### src/rtl/osc_block_pkg.sv
package osc_block_pkg;
    // clock of the digital side
    localparam int CLK_HZ = 100000000;
    localparam int CLK_NS = 10;
    // apb register byte offsets
    localparam logic [11:0] CTRL_OFS = 12'h000;
    localparam logic [11:0] STATE_OFS = 12'h004;
    localparam logic [11:0] TRIM_OFS = 12'h008;
    // control register fields
    localparam int FSEL_LSB = 3;
    localparam int SCS_LSB = 0;
    localparam logic [3:0] FSEL_RST = 4'h7;
    localparam logic [1:0] SCS_RST = 2'h0;
    localparam logic [5:0] TRIM_RST = 6'h00;
    // state register bit positions
    localparam int ST_HF_RDY = 4;
    localparam int ST_HF_LCK = 3;
    localparam int ST_MF_RDY = 2;
    localparam int ST_LF_RDY = 1;
    localparam int ST_HF_STB = 0;
    // clock choices
    localparam logic [2:0] CFG_INTOSC = 3'h4;
    localparam logic [1:0] SCS_TIMER1 = 2'h1;
    localparam logic [1:0] SCS_CONFIG = 2'h0;
    // nominal source rates
    localparam longint HF_HZ = 16000000;
    localparam longint MF_HZ = 500000;
    localparam longint LF_HZ = 31000;
    // phase accumulator increments, 24-bit fraction of sys_clk
    localparam int ACC_W = 24;
    localparam logic [23:0] HF_INC = 24'((HF_HZ << ACC_W) / CLK_HZ);
    localparam logic [23:0] MF_INC = 24'((MF_HZ << ACC_W) / CLK_HZ);
    localparam logic [23:0] LF_INC = 24'((LF_HZ << ACC_W) / CLK_HZ);
    // one trim step is about 0.2 percent of the rate
    localparam logic [23:0] HF_TRIM_STEP = HF_INC >> 9;
    localparam logic [23:0] MF_TRIM_STEP = MF_INC >> 9;
    // settle times in ns and their cycle counts (least times round up)
    localparam int HF_READY_NS = 5000;
    localparam int HF_LOCK_NS = 20000;
    localparam int HF_STABLE_NS = 40000;
    localparam int MF_READY_NS = 2000;
    localparam int LF_READY_NS = 10000;
    localparam int SLEW_STEP_NS = 1000;
    localparam logic [12:0] HF_READY_CYC =
        13'((HF_READY_NS + CLK_NS - 1) / CLK_NS);
    localparam logic [12:0] HF_LOCK_CYC =
        13'((HF_LOCK_NS + CLK_NS - 1) / CLK_NS);
    localparam logic [12:0] HF_STABLE_CYC =
        13'((HF_STABLE_NS + CLK_NS - 1) / CLK_NS);
    localparam logic [12:0] MF_READY_CYC =
        13'((MF_READY_NS + CLK_NS - 1) / CLK_NS);
    localparam logic [12:0] LF_READY_CYC =
        13'((LF_READY_NS + CLK_NS - 1) / CLK_NS);
    localparam logic [12:0] SLEW_CYC =
        13'((SLEW_STEP_NS + CLK_NS - 1) / CLK_NS);
    // source paths of the output multiplexer
    typedef enum logic [1:0] {PATH_LF = 2'b00, PATH_MF = 2'b01,
        PATH_HF = 2'b11} path_t;
endpackage

### src/rtl/internal_oscillator_block.sv
// Functional notes
// a trimmable 16 MHz high-frequency source is modelled
// high-frequency output goes through postscaler and multiplexer
// high source runs for high codes with internal clock picked
// clock switch waits until the new source reports ready
// high ready flag shows the high source is running
// high locked flag once within 2 percent
// high stable flag once within 0.5 percent
// a trimmable 500 kHz medium-frequency source is modelled
// medium source feeds postscaler offering derived rates
// medium source runs for medium codes with internal clock picked
// medium ready flag shows the medium source is running
// trim is a six-bit signed value, 1f highest, 20 lowest
// trim resets to zero
// one trim value steers both high and medium sources
// trim changes slew gradually, with no completion flag
// trim never touches the low source or its timers
// a 31 kHz low source reaches the mux without postscaler
// low source runs when code 000x and internal clock picked
// low source also clocks timers and runs while any is on
// low ready flag shows the low source is running
// frequency code 0111 is reset default, 000x is low
// select 1x internal, 01 timer oscillator, 00 config choice
// oscillator flags are read-only, live, and ignore writes
//
// The implementer's own choices: the address map and the APB slave port.
`timescale 1ns/1ps
module internal_oscillator_block (
    input wire logic sys_clk, // 100 MHz clock
    input wire logic srst, // synchronous reset, high
    input wire logic psel, // apb select
    input wire logic penable, // apb enable
    input wire logic pwrite, // apb direction
    input wire logic [11:0] paddr, // apb byte address
    input wire logic [31:0] pwdata, // apb write data
    output logic [31:0] prdata, // apb read data
    output logic pready, // apb ready
    output logic pslverr, // apb error
    input wire logic [2:0] cfgClockChoice, // configuration clock choice
    input wire logic powerUpTimerOn, // power-up timer enabled
    input wire logic watchdogTimerOn, // watchdog enabled
    input wire logic failsafeMonitorOn, // clock monitor enabled
    output logic sysClkTick, // one pulse per system clock period
    output logic lfTick, // low source pulse for the timers
    output logic intOscSelected, // block drives the system clock
    output logic hfEnable, // high source enabled
    output logic mfEnable, // medium source enabled
    output logic lfEnable // low source enabled
);
    // ****************************************************
    // register storage and decode
    // ****************************************************
    logic [3:0] intFreqSelect;
    logic [1:0] sysClockSelect;
    logic [5:0] oscTrimValue;
    logic [5:0] trimLive;
    logic hfReadyFlag;
    logic hfLockedFlag;
    logic hfStableFlag;
    logic mfReadyFlag;
    logic lfReadyFlag;
    logic hfTick;
    logic mfTick;
    logic lfRawTick;

    // apb decode
    wire access = psel && penable;
    wire hitCtrl = (paddr == osc_block_pkg::CTRL_OFS);
    wire hitState = (paddr == osc_block_pkg::STATE_OFS);
    wire hitTrim = (paddr == osc_block_pkg::TRIM_OFS);
    wire hitAny = hitCtrl || hitState || hitTrim;
    wire wrCtrl = access && pwrite && hitCtrl;
    wire wrTrim = access && pwrite && hitTrim;

    // control register: frequency code and clock select
    always_ff @(posedge sys_clk)
    begin
        if (srst)
        begin
            intFreqSelect <= osc_block_pkg::FSEL_RST;
            sysClockSelect <= osc_block_pkg::SCS_RST;
        end
        else if (wrCtrl)
        begin
            intFreqSelect <= pwdata[osc_block_pkg::FSEL_LSB +: 4];
            sysClockSelect <= pwdata[osc_block_pkg::SCS_LSB +: 2];
        end
    end

    // trim register, six-bit two's complement target
    always_ff @(posedge sys_clk)
    begin
        if (srst)
            oscTrimValue <= osc_block_pkg::TRIM_RST;
        else if (wrTrim)
            oscTrimValue <= pwdata[5:0];
    end

    // ****************************************************
    // register read path
    // ****************************************************
    logic [31:0] ctrlWord;
    logic [31:0] stateWord;
    logic [31:0] trimWord;
    logic [31:0] readMux;

    // read words, unused bits zero; flags are live and never stored
    always_comb
    begin
        ctrlWord = 32'h00000000;
        ctrlWord[osc_block_pkg::FSEL_LSB +: 4] = intFreqSelect;
        ctrlWord[osc_block_pkg::SCS_LSB +: 2] = sysClockSelect;
        stateWord = 32'h00000000;
        stateWord[osc_block_pkg::ST_HF_RDY] = hfReadyFlag;
        stateWord[osc_block_pkg::ST_HF_LCK] = hfLockedFlag;
        stateWord[osc_block_pkg::ST_MF_RDY] = mfReadyFlag;
        stateWord[osc_block_pkg::ST_LF_RDY] = lfReadyFlag;
        stateWord[osc_block_pkg::ST_HF_STB] = hfStableFlag;
        trimWord = {26'h0000000, oscTrimValue};
        if (hitCtrl)
            readMux = ctrlWord;
        else if (hitState)
            readMux = stateWord;
        else if (hitTrim)
            readMux = trimWord;
        else
            readMux = 32'h00000000;
    end

    // zero-wait slave; unmapped addresses answer with an error
    assign pready = 1'b1;
    assign pslverr = access && !hitAny;

    // read data is captured in the setup cycle, stable in access
    always_ff @(posedge sys_clk)
    begin
        if (srst)
            prdata <= 32'h00000000;
        else if (psel && !penable && !pwrite)
            prdata <= readMux;
    end

    // ****************************************************
    // source enables
    // ****************************************************
    // frequency code to source path
    function automatic osc_block_pkg::path_t pathOf(input logic [3:0] code);
        osc_block_pkg::path_t p;
        p = osc_block_pkg::PATH_LF;
        case (code)
            4'h8, 4'h9, 4'ha, 4'hb, 4'hc, 4'hd, 4'he, 4'hf, 4'h3:
                p = osc_block_pkg::PATH_HF;
            4'h2, 4'h4, 4'h5, 4'h6, 4'h7:
                p = osc_block_pkg::PATH_MF;
            default:
                p = osc_block_pkg::PATH_LF;
        endcase
        return p;
    endfunction

    // frequency code to postscaler division, as a power of two
    function automatic logic [3:0] divOf(input logic [3:0] code);
        logic [3:0] d;
        d = 4'h0;
        case (code)
            4'hf: d = 4'h0;
            4'he: d = 4'h1;
            4'hd: d = 4'h2;
            4'hc: d = 4'h3;
            4'hb: d = 4'h4;
            4'ha: d = 4'h5;
            4'h9: d = 4'h6;
            4'h8: d = 4'h7;
            4'h7: d = 4'h0;
            4'h6: d = 4'h1;
            4'h5: d = 4'h2;
            4'h4: d = 4'h3;
            4'h3: d = 4'h9;
            4'h2: d = 4'h4;
            default: d = 4'h0;
        endcase
        return d;
    endfunction

    osc_block_pkg::path_t pathSel;
    wire intPicked = sysClockSelect[1] ||
        (sysClockSelect == osc_block_pkg::SCS_CONFIG &&
        cfgClockChoice == osc_block_pkg::CFG_INTOSC);
    wire timersOn = powerUpTimerOn || watchdogTimerOn || failsafeMonitorOn;
    assign pathSel = pathOf(intFreqSelect);
    assign intOscSelected = intPicked;
    assign hfEnable = intPicked && pathSel == osc_block_pkg::PATH_HF;
    assign mfEnable = intPicked && pathSel == osc_block_pkg::PATH_MF;
    assign lfEnable = (sysClockSelect[1] &&
        pathSel == osc_block_pkg::PATH_LF) ||
        (intPicked && pathSel == osc_block_pkg::PATH_LF) || timersOn;

    // ****************************************************
    // sources and trim
    // ****************************************************
    // one slewed trim feeds both calibrated sources
    trim_slew #(
        .STEP_CYC(osc_block_pkg::SLEW_CYC)
    ) u_slew (
        .sys_clk(sys_clk),
        .srst(srst),
        .target(oscTrimValue),
        .trim(trimLive)
    );

    // high-frequency source, 16 MHz nominal
    osc_source #(
        .INC(osc_block_pkg::HF_INC),
        .STEP(osc_block_pkg::HF_TRIM_STEP),
        .READY_CYC(osc_block_pkg::HF_READY_CYC),
        .LOCK_CYC(osc_block_pkg::HF_LOCK_CYC),
        .STABLE_CYC(osc_block_pkg::HF_STABLE_CYC)
    ) u_hf (
        .sys_clk(sys_clk),
        .srst(srst),
        .enable(hfEnable),
        .trim(trimLive),
        .tick(hfTick),
        .ready(hfReadyFlag),
        .locked(hfLockedFlag),
        .stable(hfStableFlag)
    );

    // medium-frequency source, 500 kHz nominal
    osc_source #(
        .INC(osc_block_pkg::MF_INC),
        .STEP(osc_block_pkg::MF_TRIM_STEP),
        .READY_CYC(osc_block_pkg::MF_READY_CYC),
        .LOCK_CYC(osc_block_pkg::MF_READY_CYC),
        .STABLE_CYC(osc_block_pkg::MF_READY_CYC)
    ) u_mf (
        .sys_clk(sys_clk),
        .srst(srst),
        .enable(mfEnable),
        .trim(trimLive),
        .tick(mfTick),
        .ready(mfReadyFlag),
        .locked(),
        .stable()
    );

    // low-frequency source, 31 kHz, untrimmed
    osc_source #(
        .INC(osc_block_pkg::LF_INC),
        .STEP(24'h000000),
        .READY_CYC(osc_block_pkg::LF_READY_CYC),
        .LOCK_CYC(osc_block_pkg::LF_READY_CYC),
        .STABLE_CYC(osc_block_pkg::LF_READY_CYC)
    ) u_lf (
        .sys_clk(sys_clk),
        .srst(srst),
        .enable(lfEnable),
        .trim(6'h00),
        .tick(lfRawTick),
        .ready(lfReadyFlag),
        .locked(),
        .stable()
    );

    // ****************************************************
    // clock switch and postscaler
    // ****************************************************
    typedef enum logic {SW_WAIT = 1'b0, SW_RUN = 1'b1} switch_t;
    switch_t swState;
    switch_t next_swState;
    logic [3:0] activeCode;
    logic [8:0] postCnt;

    // the chosen source and whether it has started
    wire srcReady = (pathSel == osc_block_pkg::PATH_HF) ? hfReadyFlag :
        (pathSel == osc_block_pkg::PATH_MF) ? mfReadyFlag : lfReadyFlag;
    wire srcTick = (pathSel == osc_block_pkg::PATH_HF) ? hfTick :
        (pathSel == osc_block_pkg::PATH_MF) ? mfTick : lfRawTick;
    wire codeMoved = activeCode != intFreqSelect;
    wire [3:0] divNow = pathSel == osc_block_pkg::PATH_LF ? 4'h0 :
        divOf(intFreqSelect);
    wire [8:0] postMask = 9'((10'h001 << divNow) - 10'h001);
    wire postHit = (postCnt & postMask) == postMask;

    // output held until the new source reports ready
    always_comb
    begin
        next_swState = swState;
        case (swState)
            SW_WAIT:
                if (srcReady && intPicked && !codeMoved)
                    next_swState = SW_RUN;
            SW_RUN:
                if (codeMoved || !srcReady || !intPicked)
                    next_swState = SW_WAIT;
            default:
                next_swState = SW_WAIT;
        endcase
    end

    // switch state and the code now being served
    always_ff @(posedge sys_clk)
    begin
        if (srst)
        begin
            swState <= SW_WAIT;
            activeCode <= osc_block_pkg::FSEL_RST;
        end
        else
        begin
            swState <= next_swState;
            activeCode <= intFreqSelect;
        end
    end

    // postscaler counts source edges; restarts on every switch
    always_ff @(posedge sys_clk)
    begin
        if (srst || swState == SW_WAIT)
            postCnt <= 9'h000;
        else if (srcTick)
            postCnt <= postCnt + 9'h001;
    end

    // registered output pulses
    always_ff @(posedge sys_clk)
    begin
        if (srst)
        begin
            sysClkTick <= 1'b0;
            lfTick <= 1'b0;
        end
        else
        begin
            sysClkTick <= swState == SW_RUN && srcTick && postHit;
            lfTick <= lfRawTick && lfReadyFlag;
        end
    end
endmodule

### src/rtl/osc_source.sv
`timescale 1ns/1ps
module osc_source #(
    parameter logic [23:0] INC = 24'h000100,
    parameter logic [23:0] STEP = 24'h000000,
    parameter logic [12:0] READY_CYC = 13'h0001,
    parameter logic [12:0] LOCK_CYC = 13'h0001,
    parameter logic [12:0] STABLE_CYC = 13'h0001
) (
    input wire logic sys_clk, // system clock
    input wire logic srst, // synchronous reset
    input wire logic enable, // source enable
    input wire logic [5:0] trim, // signed trim
    output logic tick, // one pulse per source period
    output logic ready, // source running
    output logic locked, // within lock band
    output logic stable // within stable band
);
    logic [23:0] acc;
    logic [12:0] settle;
    wire signed [24:0] trimAdj = $signed(trim) * $signed({1'b0, STEP});
    wire [23:0] incNow = 24'($signed({1'b0, INC}) + trimAdj);
    wire [24:0] accSum = {1'b0, acc} + {1'b0, incNow};
    // accumulator carry is the source edge; settle counts from enable
    always_ff @(posedge sys_clk)
    begin
        if (srst || !enable)
        begin
            acc <= 24'h000000;
            settle <= 13'h0000;
            tick <= 1'b0;
        end
        else
        begin
            acc <= accSum[23:0];
            tick <= accSum[24];
            if (settle != STABLE_CYC)
                settle <= settle + 13'h0001;
        end
    end
    // status bands grow with settle time
    assign ready = enable && (settle >= READY_CYC);
    assign locked = enable && (settle >= LOCK_CYC);
    assign stable = enable && (settle >= STABLE_CYC);
endmodule

### src/rtl/trim_slew.sv
`timescale 1ns/1ps
module trim_slew #(
    parameter logic [12:0] STEP_CYC = 13'h0064
) (
    input wire logic sys_clk, // system clock
    input wire logic srst, // synchronous reset
    input wire logic [5:0] target, // written trim value
    output logic [5:0] trim // trim in effect
);
    logic [12:0] slewCnt;
    wire stepNow = (slewCnt == STEP_CYC - 13'h0001);
    wire goUp = $signed(target) > $signed(trim);
    wire goDown = $signed(target) < $signed(trim);
    // moves one trim unit per step period toward the target
    always_ff @(posedge sys_clk)
    begin
        if (srst)
        begin
            slewCnt <= 13'h0000;
            trim <= 6'h00;
        end
        else
        begin
            slewCnt <= stepNow ? 13'h0000 : slewCnt + 13'h0001;
            if (stepNow && goUp)
                trim <= trim + 6'h01;
            else if (stepNow && goDown)
                trim <= trim - 6'h01;
        end
    end
endmodule

### config.mk
export PLATFORM = sky130hd
export DESIGN_NAME = internal_oscillator_block
export DESIGN_NICKNAME = d
export VERILOG_FILES = /design/src/rtl/osc_block_pkg.sv /design/src/rtl/internal_oscillator_block.sv /design/src/rtl/osc_source.sv /design/src/rtl/trim_slew.sv
export SDC_FILE = /design/constraint.sdc
export NUM_CORES = 1
export LEC_CHECK = 0
export BUFFER_PORTS_ARGS = -buffer_cell sky130_fd_sc_hd__buf_2
export CORE_MARGIN = 5
export CORE_UTILIZATION = 45
export CTS_BUF_LIST = sky130_fd_sc_hd__clkbuf_16
export DETAILED_ROUTE_END_ITERATION = 12
export PLACE_DENSITY = 0.66
export SYNTH_ARGS = -nofsm -noshare
export SYNTH_HDL_FRONTEND = slang
export SYNTH_HIERARCHICAL = 1
export SYNTH_SLANG_ARGS = --single-unit
### constraint.sdc
create_clock -name sys_clk -period 8.3 [get_ports sys_clk]
set_input_delay 0 -clock sys_clk [delete_from_list [all_inputs] [get_ports sys_clk]]
set_output_delay 0 -clock sys_clk [all_outputs]
set_load 0.01 [all_outputs]
**Yosys cells after proc, flatten, opt, wreduce, memory -nomap -nowiden**

Memories as Yosys holds them, arrays and structs flattened. A register that Yosys moved wholly into a read port is not among the register bits.
Index checks and enable logic that the tools add are counted.

- Register bits after elaboration: 193
- ROM bits: 96
- Output and inout bits: 40
- Logic and storage cells: 126
- Memories: 2

- $add $sub $neg: 13
- Multipliers: 2
- $lt $le $gt $ge: 7
- Eq/ne operators: 11
- Shift-type cells: 1
- Muxes and demuxes: 17
- Bitwise operators: 2
- Reduce and logical (&&, ||, !) cells: 51

Memories:

| memory | depth | bits a word | rd ports | clocked after Yosys merged registers in | write ports | line | source |
|---|---|---|---|---|---|---|---|
| (no name shown) | 16 | 4 | 1 | 1 | 0 | internal_oscillator_block.sv:165 | `case (code)` |
| (no name shown) | 16 | 2 | 1 | 1 | 0 | internal_oscillator_block.sv:150 | `case (code)` |

Operators by type and width:

| cell | number |
|---|---|
| adder 13 x 1 -> 13 bit, second input constant | 4 |
| adder 24 x 24 -> 25 bit | 2 |
| adder 24 x 13 -> 25 bit, second input constant | 1 |
| adder 18 x 24 -> 24 bit, first input constant | 1 |
| adder 23 x 24 -> 24 bit, first input constant | 1 |
| logical AND 1 bit | 24 |
| two-way mux 6 bit | 4 |
| two-way mux 4 bit | 5 |
| multiplier 6 x 13 -> 19 bit, second input constant | 1 |
| multiplier 6 x 9 -> 15 bit, second input constant | 1 |
| == test 13 x 7 -> 1 bit, second input constant | 1 |
| >= comparator 13 x 10 -> 1 bit, second input constant | 1 |
| >= comparator 13 x 11 -> 1 bit, second input constant | 1 |
| >= comparator 13 x 12 -> 1 bit, second input constant | 1 |
| >= comparator 13 x 8 -> 1 bit, second input constant | 1 |
| >= comparator 13 x 9 -> 1 bit, second input constant | 1 |
| logical OR 1 bit | 13 |
| != test 13 x 10 -> 1 bit, second input constant | 1 |
| != test 13 x 12 -> 1 bit, second input constant | 1 |
| != test 13 x 8 -> 1 bit, second input constant | 1 |
| == test 12 x 3 -> 1 bit, second input constant | 1 |
| == test 12 x 4 -> 1 bit, second input constant | 1 |
| zero test 12 bit | 1 |
| adder 9 x 1 -> 9 bit, second input constant | 1 |
| 20 further kinds | 34 |

**Logic depth before layout (Yosys ltp)**

Gate-level depths: netlist (run 1).

- Depth after elaboration: 14
- Depth in mapped cells: 25
- Gate-level depth less buffers: 25

**Modules after synthesis**

Netlist (run 1), hierarchy kept.

By module, submodules not included:

| module | instances | cells an instance | area each (sq um) | sequential area each (sq um) |
|---|---|---|---|---|
| osc_source at u_hf | 1 | 475 | 4058.9 | 740.7 |
| osc_source at u_mf | 1 | 379 | 3274.4 | 760.7 |
| internal_oscillator_block | 1 | 299 | 2353.5 | 820.8 |
| osc_source at u_lf | 1 | 183 | 1571.5 | 680.7 |
| trim_slew | 1 | 135 | 1153.6 | 380.4 |

**Worst setup path after synthesis (run 1)**

No wires, ideal clock.

- Kind: reg2reg
- Start: register u_slew.trim[0]
- End: register u_hf.acc[21]
- Arrival: 6018 ps
- Required time: 8168 ps
- Slack: 2150 ps
- Cell stages (with the launch flop): 25
- Path buffers: 0
- Cell sequence: dfxtp_1 -> inv_1 -> fa_1 -> inv_1 -> ha_1 -> fa_1 -> inv_1 -> fa_1 -> inv_1 -> ha_1 -> fa_1 -> a211oi_2 -> o21bai_1 -> a21oi_1 -> xor2_1 -> nand3_2 -> mux2i_1 -> xor2_1 -> ha_1 -> nand2_1 -> o41a_1 -> a31oi_2 -> a31oi_1 -> o21ai_0 -> a21oi_1

- Word-level cells in the longest chain between the ends: 3

RTL lines:

| element | line | source |
|---|---|---|
| start, declared | trim_slew.sv:8 | `output logic [5:0] trim` |
| start signal, assigned | trim_slew.sv:26 | `trim <= trim + 6'h01;` |
| start signal, assigned | trim_slew.sv:28 | `trim <= trim - 6'h01;` |
| multiplier 6 x 13 -> 19 bit | osc_source.sv:20 | `wire signed [24:0] trimAdj = $signed(trim) * $signed({1'b0, STEP});` |
| adder 23 x 24 -> 24 bit | osc_source.sv:21 | `wire [23:0] incNow = 24'($signed({1'b0, INC}) + trimAdj);` |
| adder 24 x 24 -> 25 bit | osc_source.sv:22 | `wire [24:0] accSum = {1'b0, acc} + {1'b0, incNow};` |
| end signal, assigned | osc_source.sv:34 | `acc <= accSum[23:0];` |
| end, declared | osc_source.sv:18 | `logic [23:0] acc;` |

No other way between the ends.
A chain may end at the register's enable or synchronous reset.

**Worst setup path in the final report (run 1)**

- Start: register u_slew.trim[1]
- End: register u_hf.acc[21]

The elaborated chain is that of the path after synthesis.

==> flow_summary_export.csv, run 1 <==
group,metric,value,unit
outcome,status,"completed",
final_layout,nFillCells,2573,
placed_design,place_ws,1.58,ns
placed_design,place_congestion,0.857,
final_layout,area_growth,8.51,%
timing,finalCriticalPeriod,6.79,ns
routing,detail_route.wl_per_cell,14.1,µm
timing,hold_viol_final,0,
clock_network,clock_latency,0.44,ns
die,fp.coreArea,0.0270,mm²
timing,hold_ws,0.0377,ns
die,die_w,176,µm
clock_network,clkSinkCount,169,
pwr,p_switching,435,µW
pwr,p_int,1.25,mW
global_routing,grt_pass1_vias,9572,
routing,wl,26200,µm
global_routing,grt_pass1_wl,44300,µm
timing,fin_crit_sh,81.8,%
worst_setup_path,arrival,7.12,ns
worst_setup_path,path_max_fanout,17,
pwr,power.share.combinational,4.9,%
pwr,swShare,25.9,%
hold_path,hp-class,"in -> reg",
pwr,p_per_area,125,mW/mm²
die,num_rows,60,
die,start_util,45.9,%
clock_network,max-clock-path-buffers,2,
routing,ant_nets,0,
final_layout,nNetsFinal,1724,
global_routing,grt_start_max_net_pins,48,
routing,drc_errors,0,
routing,first_iter_violations,586,
job,timing.max_cap.violations,0,
timing,worstMarginPinSlew,0.879,ns
pwr,vdd_ir_drop_max,129,µV
clock_network,cts_root_buffer,"clkbuf_16",
timing,setup_slack,1.51,ns
timing,slew_violations,0,
timing,tns,0,ns
logic_synthesis,yosys_warnings,6,
routing,drt-pass1-iter-count,5,
pwr,p_seq_share,49.4,%
timing,fin_worst_skew,0.0114,ns
placed_design,hpwlAfterDp,19900,µm
logic_synthesis,syn_area,0.0124,mm²
clock_network,path_clk_slew,0.07,ns
die,ioPinCount,95,
pwr,p_leak,5.71,nW
final_layout,seqCellArea,0.00338,mm²
worst_setup_path,crit_required,8.63,ns
logic_synthesis,netlist_instances,1469,
routing,vias,10200,
clock_network,cts_buffers,17,
worst_setup_path,crit_path_start_kind,"flip-flop",
die,dieArea,0.0310,mm²
placed_design,io_buffer_count,43,
final_layout,multi_input_area,0.00842,mm²
pwr,power_frac_clock,45.7,%
global_routing,track_usage,16.9,%
logic_synthesis,syn_area_per_cell,8.44,µm²
global_routing,antenna_found_initial,2,
worst_setup_path,crit_type,"reg -> reg",
global_routing,gr-total-overflow,0,
timing,fmax,0.147,GHz
timing,slew_headroom,41.0,%
routing,via_per_inst,5.48,
timing,rsz0062_at_grt,"no",
clock_network,cts_max_level,4,
timing,setup_viol,0,
die,die_height,176,µm
final_layout,drive_gt1_share,9.03,%
clock_network,cts_resized,0,
clock_network,cts_tree,"yes",
worst_setup_path,endpoint_kind,"flip-flop",
-- through the flow --
stage          area, µm²  power, mW  util (%)  std cells
2_1_floorplan      12500      0.913         -       1493
3_3_place_gp       12800      0.926      47.4       1819
3_5_place_dp       12800      0.927      47.4       1819
4_1_cts            13400       1.71      49.8       1858
5_1_grt            13400       1.75      49.8       1859
6_report           13500       1.68      49.8       1860
-- flip-flops by register name, summed over array words and instances (netlist names), 2 cells and up, named ones only --
signal,flops
pathSel,2
sysClockSelect,2
u_mf/acc,24
u_mf/settle,13
oscTrimValue,6
intFreqSelect,4
u_hf/settle,13
activeCode,4
u_hf/acc,23
u_lf/acc,20
u_slew/slewCnt,13
prdata,7
u_slew/trim,6
u_lf/settle,13
postCnt,9
-- cell type report --
type / count / area share [%]
antenna: 2 / 0.0372
clock buffer: 17 / 3.16
clock inverter: 15 / 1.01
inverter: 85 / 2.37
multi-input combinational: 1174 / 62.6
sequential: 169 / 25.2
tap: 341 / 3.17
timing repair buffer: 57 / 2.51
-- power by group through the flow --
| stage | sequential, mW | clock, mW | combinational (mW) |
|---|---|---|---|
| global route | 0.831 | 0.829 | 0.0915 |
| global placement | 0.848 | 0 | 0.0773 |
| finish | 0.830 | 0.768 | 0.0820 |
| detailed placement | 0.848 | 0 | 0.0786 |
| CTS | 0.830 | 0.794 | 0.0817 |
| floorplan | 0.845 | 0 | 0.0678 |
-- final timing paths --
kind	start	end	slack, ns	depth (start not counted)
min reg2reg	prdata[5]	prdata[5]	0.46	2
min	paddr[3]	oscTrimValue[4]	0.04	3
max	u_slew/trim[1]	u_hf/acc[21]	1.51	24
max reg2reg	u_slew/trim[1]	u_hf/acc[21]	1.51	24
-- routing by layer --
| metal | vias up | part of all wire [%] | track usage, % |
|---|---|---|---|
| met5 | - | 0 | 0 |
| met4 | 0 | 1.1 | 4.71 |
| met3 | 19 | 3.0 | 3.15 |
| met2 | 145 | 47 | 28.6 |
| met1 | 4758 | 49 | 22.3 |
| li1 | 5271 | - | - |
-- worst max-delay path: stages, from the launching register on --
cell	delay (ns)
dfxtp_1	0.81
inv_1	0.14
fa_1	0.53
inv_1	0.05
ha_1	0.29
fa_1	0.50
inv_1	0.05
fa_1	0.49
inv_1	0.04
ha_1	0.22
fa_1	0.44
a211oi_2	0.27
o21bai_1	0.11
a21oi_1	0.23
xor2_1	0.35
nand3_2	0.16
nor2_1	0.20
xor2_1	0.10
ha_1	0.41
nand2_1	0.10
o41a_1	0.44
a31oi_2	0.28
a31oi_1	0.18
o21ai_0	0.18
a21oi_1	0.08
-- cell usage in the layout (no fill, tap or decap), drive strengths merged, types with 14 or more instances in the layout --
| cell | count |
|---|---|
| dfxtp | 169 |
| nor2 | 146 |
| ha | 144 |
| a21oi | 109 |
| inv | 93 |
| nand2 | 85 |
| xnor2 | 74 |
| o21ai | 70 |
| nand3 | 69 |
| buf | 50 |
| xor2 | 45 |
| nor3 | 35 |
| conb | 26 |
| a21o | 25 |
| nand4 | 21 |
| fa | 21 |
| or3 | 19 |
| and2 | 18 |
| nor2b | 18 |
| a211oi | 18 |
| nor4 | 18 |
| clkbuf | 17 |
| and3 | 17 |
| nand2b | 16 |
| a31oi | 15 |
| o21a | 14 |
-- what timing repair did --
item	in CTS	in global routing
hold endpoints to repair	15	0
buffers inserted	0	0
hold buffers	7	0
(Power assumes the default switching activity.)
==> run 2, diff against run 1 <==
- PLACE_DENSITY: 0.66 -> 0.68
- clock period: 8.3 -> 6.2 ns (I/O delays scaled with it)
==> run 2 against run 1 <==
  * Global-route usage about the same
  * Largest power group is now clock
  * Die area unchanged
  * Sequential power increased by 34%
  * Clock skew increased by 0.0036 ns
  * Total power increased by 40%
  * Critical path type unchanged
  * Sequential cell count unchanged
  * Final cell count increased by 0.54%
==> flow_summary_export.csv, run 2 (synthesis results as in run 1) <==
group,metric,value,unit
final_layout,largest_reg_flops,24,
die,start_util,45.9,%
final_layout,largest_register,"u_mf/acc",
die,ioPinCount,95,
pwr,p_per_area,172,mW/mm²
routing,via_per_inst,5.54,
routing,wl,26900,µm
worst_setup_path,endpoint_kind,"flip-flop",
timing,setup_viol,0,
worst_setup_path,crit_type,"reg -> reg",
routing,drc_errors,0,
clock_network,cts_buffers,17,
final_layout,layout_commonest_cell,"dfxtp_1",
routing,ant_nets,0,
clock_network,clkSinkCount,169,
final_layout,instances_no_fill,1870,
timing,finalCriticalPeriod,5.95,ns
pwr,vdd_ir_drop_max,190,µV
placed_design,hpwlAfterDp,20300,µm
final_layout,area_growth,10.1,%
timing,fmax,0.168,GHz
worst_setup_path,path_max_fanout,5,
worst_setup_path,crit_path_start_kind,"flip-flop",
worst_setup_path,arrival,6.31,ns
timing,slew_headroom,39.2,%
die,die_height,176,µm
placed_design,place_congestion,0.824,
die,die_w,176,µm
die,dieArea,0.0310,mm²
final_layout,nFillCells,2533,
final_layout,reg_top3,"u_mf/acc x24, u_hf/acc x23, u_lf/acc x20",
clock_network,path_clk_slew,0.08,ns
timing,fin_worst_skew,0.0150,ns
routing,detail_route.wl_per_cell,14.4,µm
global_routing,antenna_found_initial,1,
clock_network,cts_max_level,4,
global_routing,track_usage,17.0,%
die,num_rows,60,
final_layout,mostFrequentLayoutCells,"169 x dfxtp_1, 143 x nor2_1, 142 x ha_1, 103 x a21oi_1, 85 x inv_1",
global_routing,grt_start_max_net_pins,48,
clock_network,cts_tree,"yes",
outcome,status,"completed",
final_layout,drive_gt1_share,10.1,%
placed_design,dpl.cell_count,1827,
final_layout,post-route-cell-area,0.0137,mm²
global_routing,grt_pass1_wl,44500,µm
timing,slew_violations,0,
routing,drt-pass1-iter-count,5,
timing,fin_crit_sh,95.9,%
global_routing,grt_pass1_vias,9561,
global_routing,gr-total-overflow,0,
clock_network,max-clock-path-buffers,2,
placed_design,io_buffer_count,43,
job,timing.max_cap.violations,0,
clock_network,cts_root_buffer,"clkbuf_16",
routing,first_iter_violations,635,
timing,worstMarginPinSlew,0.910,ns
timing,hold_viol_final,0,
final_layout,nNetsFinal,1735,
die,fp.coreArea,0.0270,mm²
clock_network,clock_latency,0.44,ns
placed_design,placed_area,0.0129,mm²
routing,vias,10400,
hold_path,hp-class,"in -> reg",
pwr,p_leak,5.80,nW
worst_setup_path,crit_required,6.57,ns
run 2: layout make-up:
cell class / count / area, µm² / share of cell area [%]
antenna: 1 / 2.50 / 0.0183
clock buffer: 17 / 425 / 3.12
clock inverter: 15 / 225 / 1.65
inverter: 85 / 319 / 2.34
multi-input combinational: 1174 / 8450 / 61.9
sequential: 169 / 3380 / 24.8
tap: 341 / 427 / 3.13
timing repair buffer: 68 / 420 / 3.08
run 2: repair_timing:
action,CTS,global route
hold endpoints to repair,14,0
endpoints found under the setup margin,0,7
setup buffers,0,3
hold buffers,7,0
resized for setup,0,10
run 2: report_power, final:
part           total, mW  switching [mW]  internal (mW)
Combinational      0.111          0.0695         0.0418
Clock               1.13           0.537          0.592
Sequential          1.11          0.0139           1.10
Total               2.35           0.621           1.73
run 2: path summary, 6_finish.rpt:
check                               startpoint              end  slack [ns]  cells past startpoint
worst min-delay path                  paddr[3]  oscTrimValue[2]        0.04                      3
worst max-delay path            u_slew/trim[0]     u_hf/acc[21]        0.25                     24
worst min register to register       prdata[6]        prdata[6]        0.46                      2
worst max register to register  u_slew/trim[0]     u_hf/acc[21]        0.25                     24
run 2: routing by layer:
layer	global-route usage (%)	wire length (µm)	up-vias
li1	-	-	5292
met1	22.4	13000	4853
met2	28.4	12400	174
met4	4.74	482	0
met3	3.25	1010	33
met5	0	0	-
run 2: through the flow:
step | hold slack, ns | worst slack (ns) | utilization (%) | TNS, ns | power, mW
2_1_floorplan | 0.0909 | 0.0502 | - | 0 | 1.22
3_3_place_gp | 0.307 | 0.189 | 47.6 | 0 | 1.24
3_5_place_dp | 0.315 | 0.0338 | 47.6 | 0 | 1.24
4_1_cts | 0.00389 | 0.00510 | 50.3 | 0 | 2.38
5_1_grt | 0.0541 | -0.00442 | 50.5 | -0.00442 | 2.44
6_report | 0.0358 | 0.255 | 50.5 | 0 | 2.35
run 2: worst max-delay path, cell delays in order, from the launching register on:
cell	delay, ns
dfxtp_1	0.34
inv_1	0.08
fa_1	0.55
inv_1	0.06
ha_1	0.29
fa_1	0.51
inv_1	0.05
fa_1	0.49
inv_1	0.04
ha_1	0.23
fa_2	0.58
nor2_1	0.05
o21a_1	0.13
a211oi_1	0.42
o21ai_2	0.12
nand3_2	0.14
nor2_4	0.06
xor2_1	0.15
ha_2	0.39
nand2_1	0.08
o41a_1	0.44
a31oi_4	0.23
nor3b_1	0.22
o21ai_1	0.09
a21oi_1	0.13
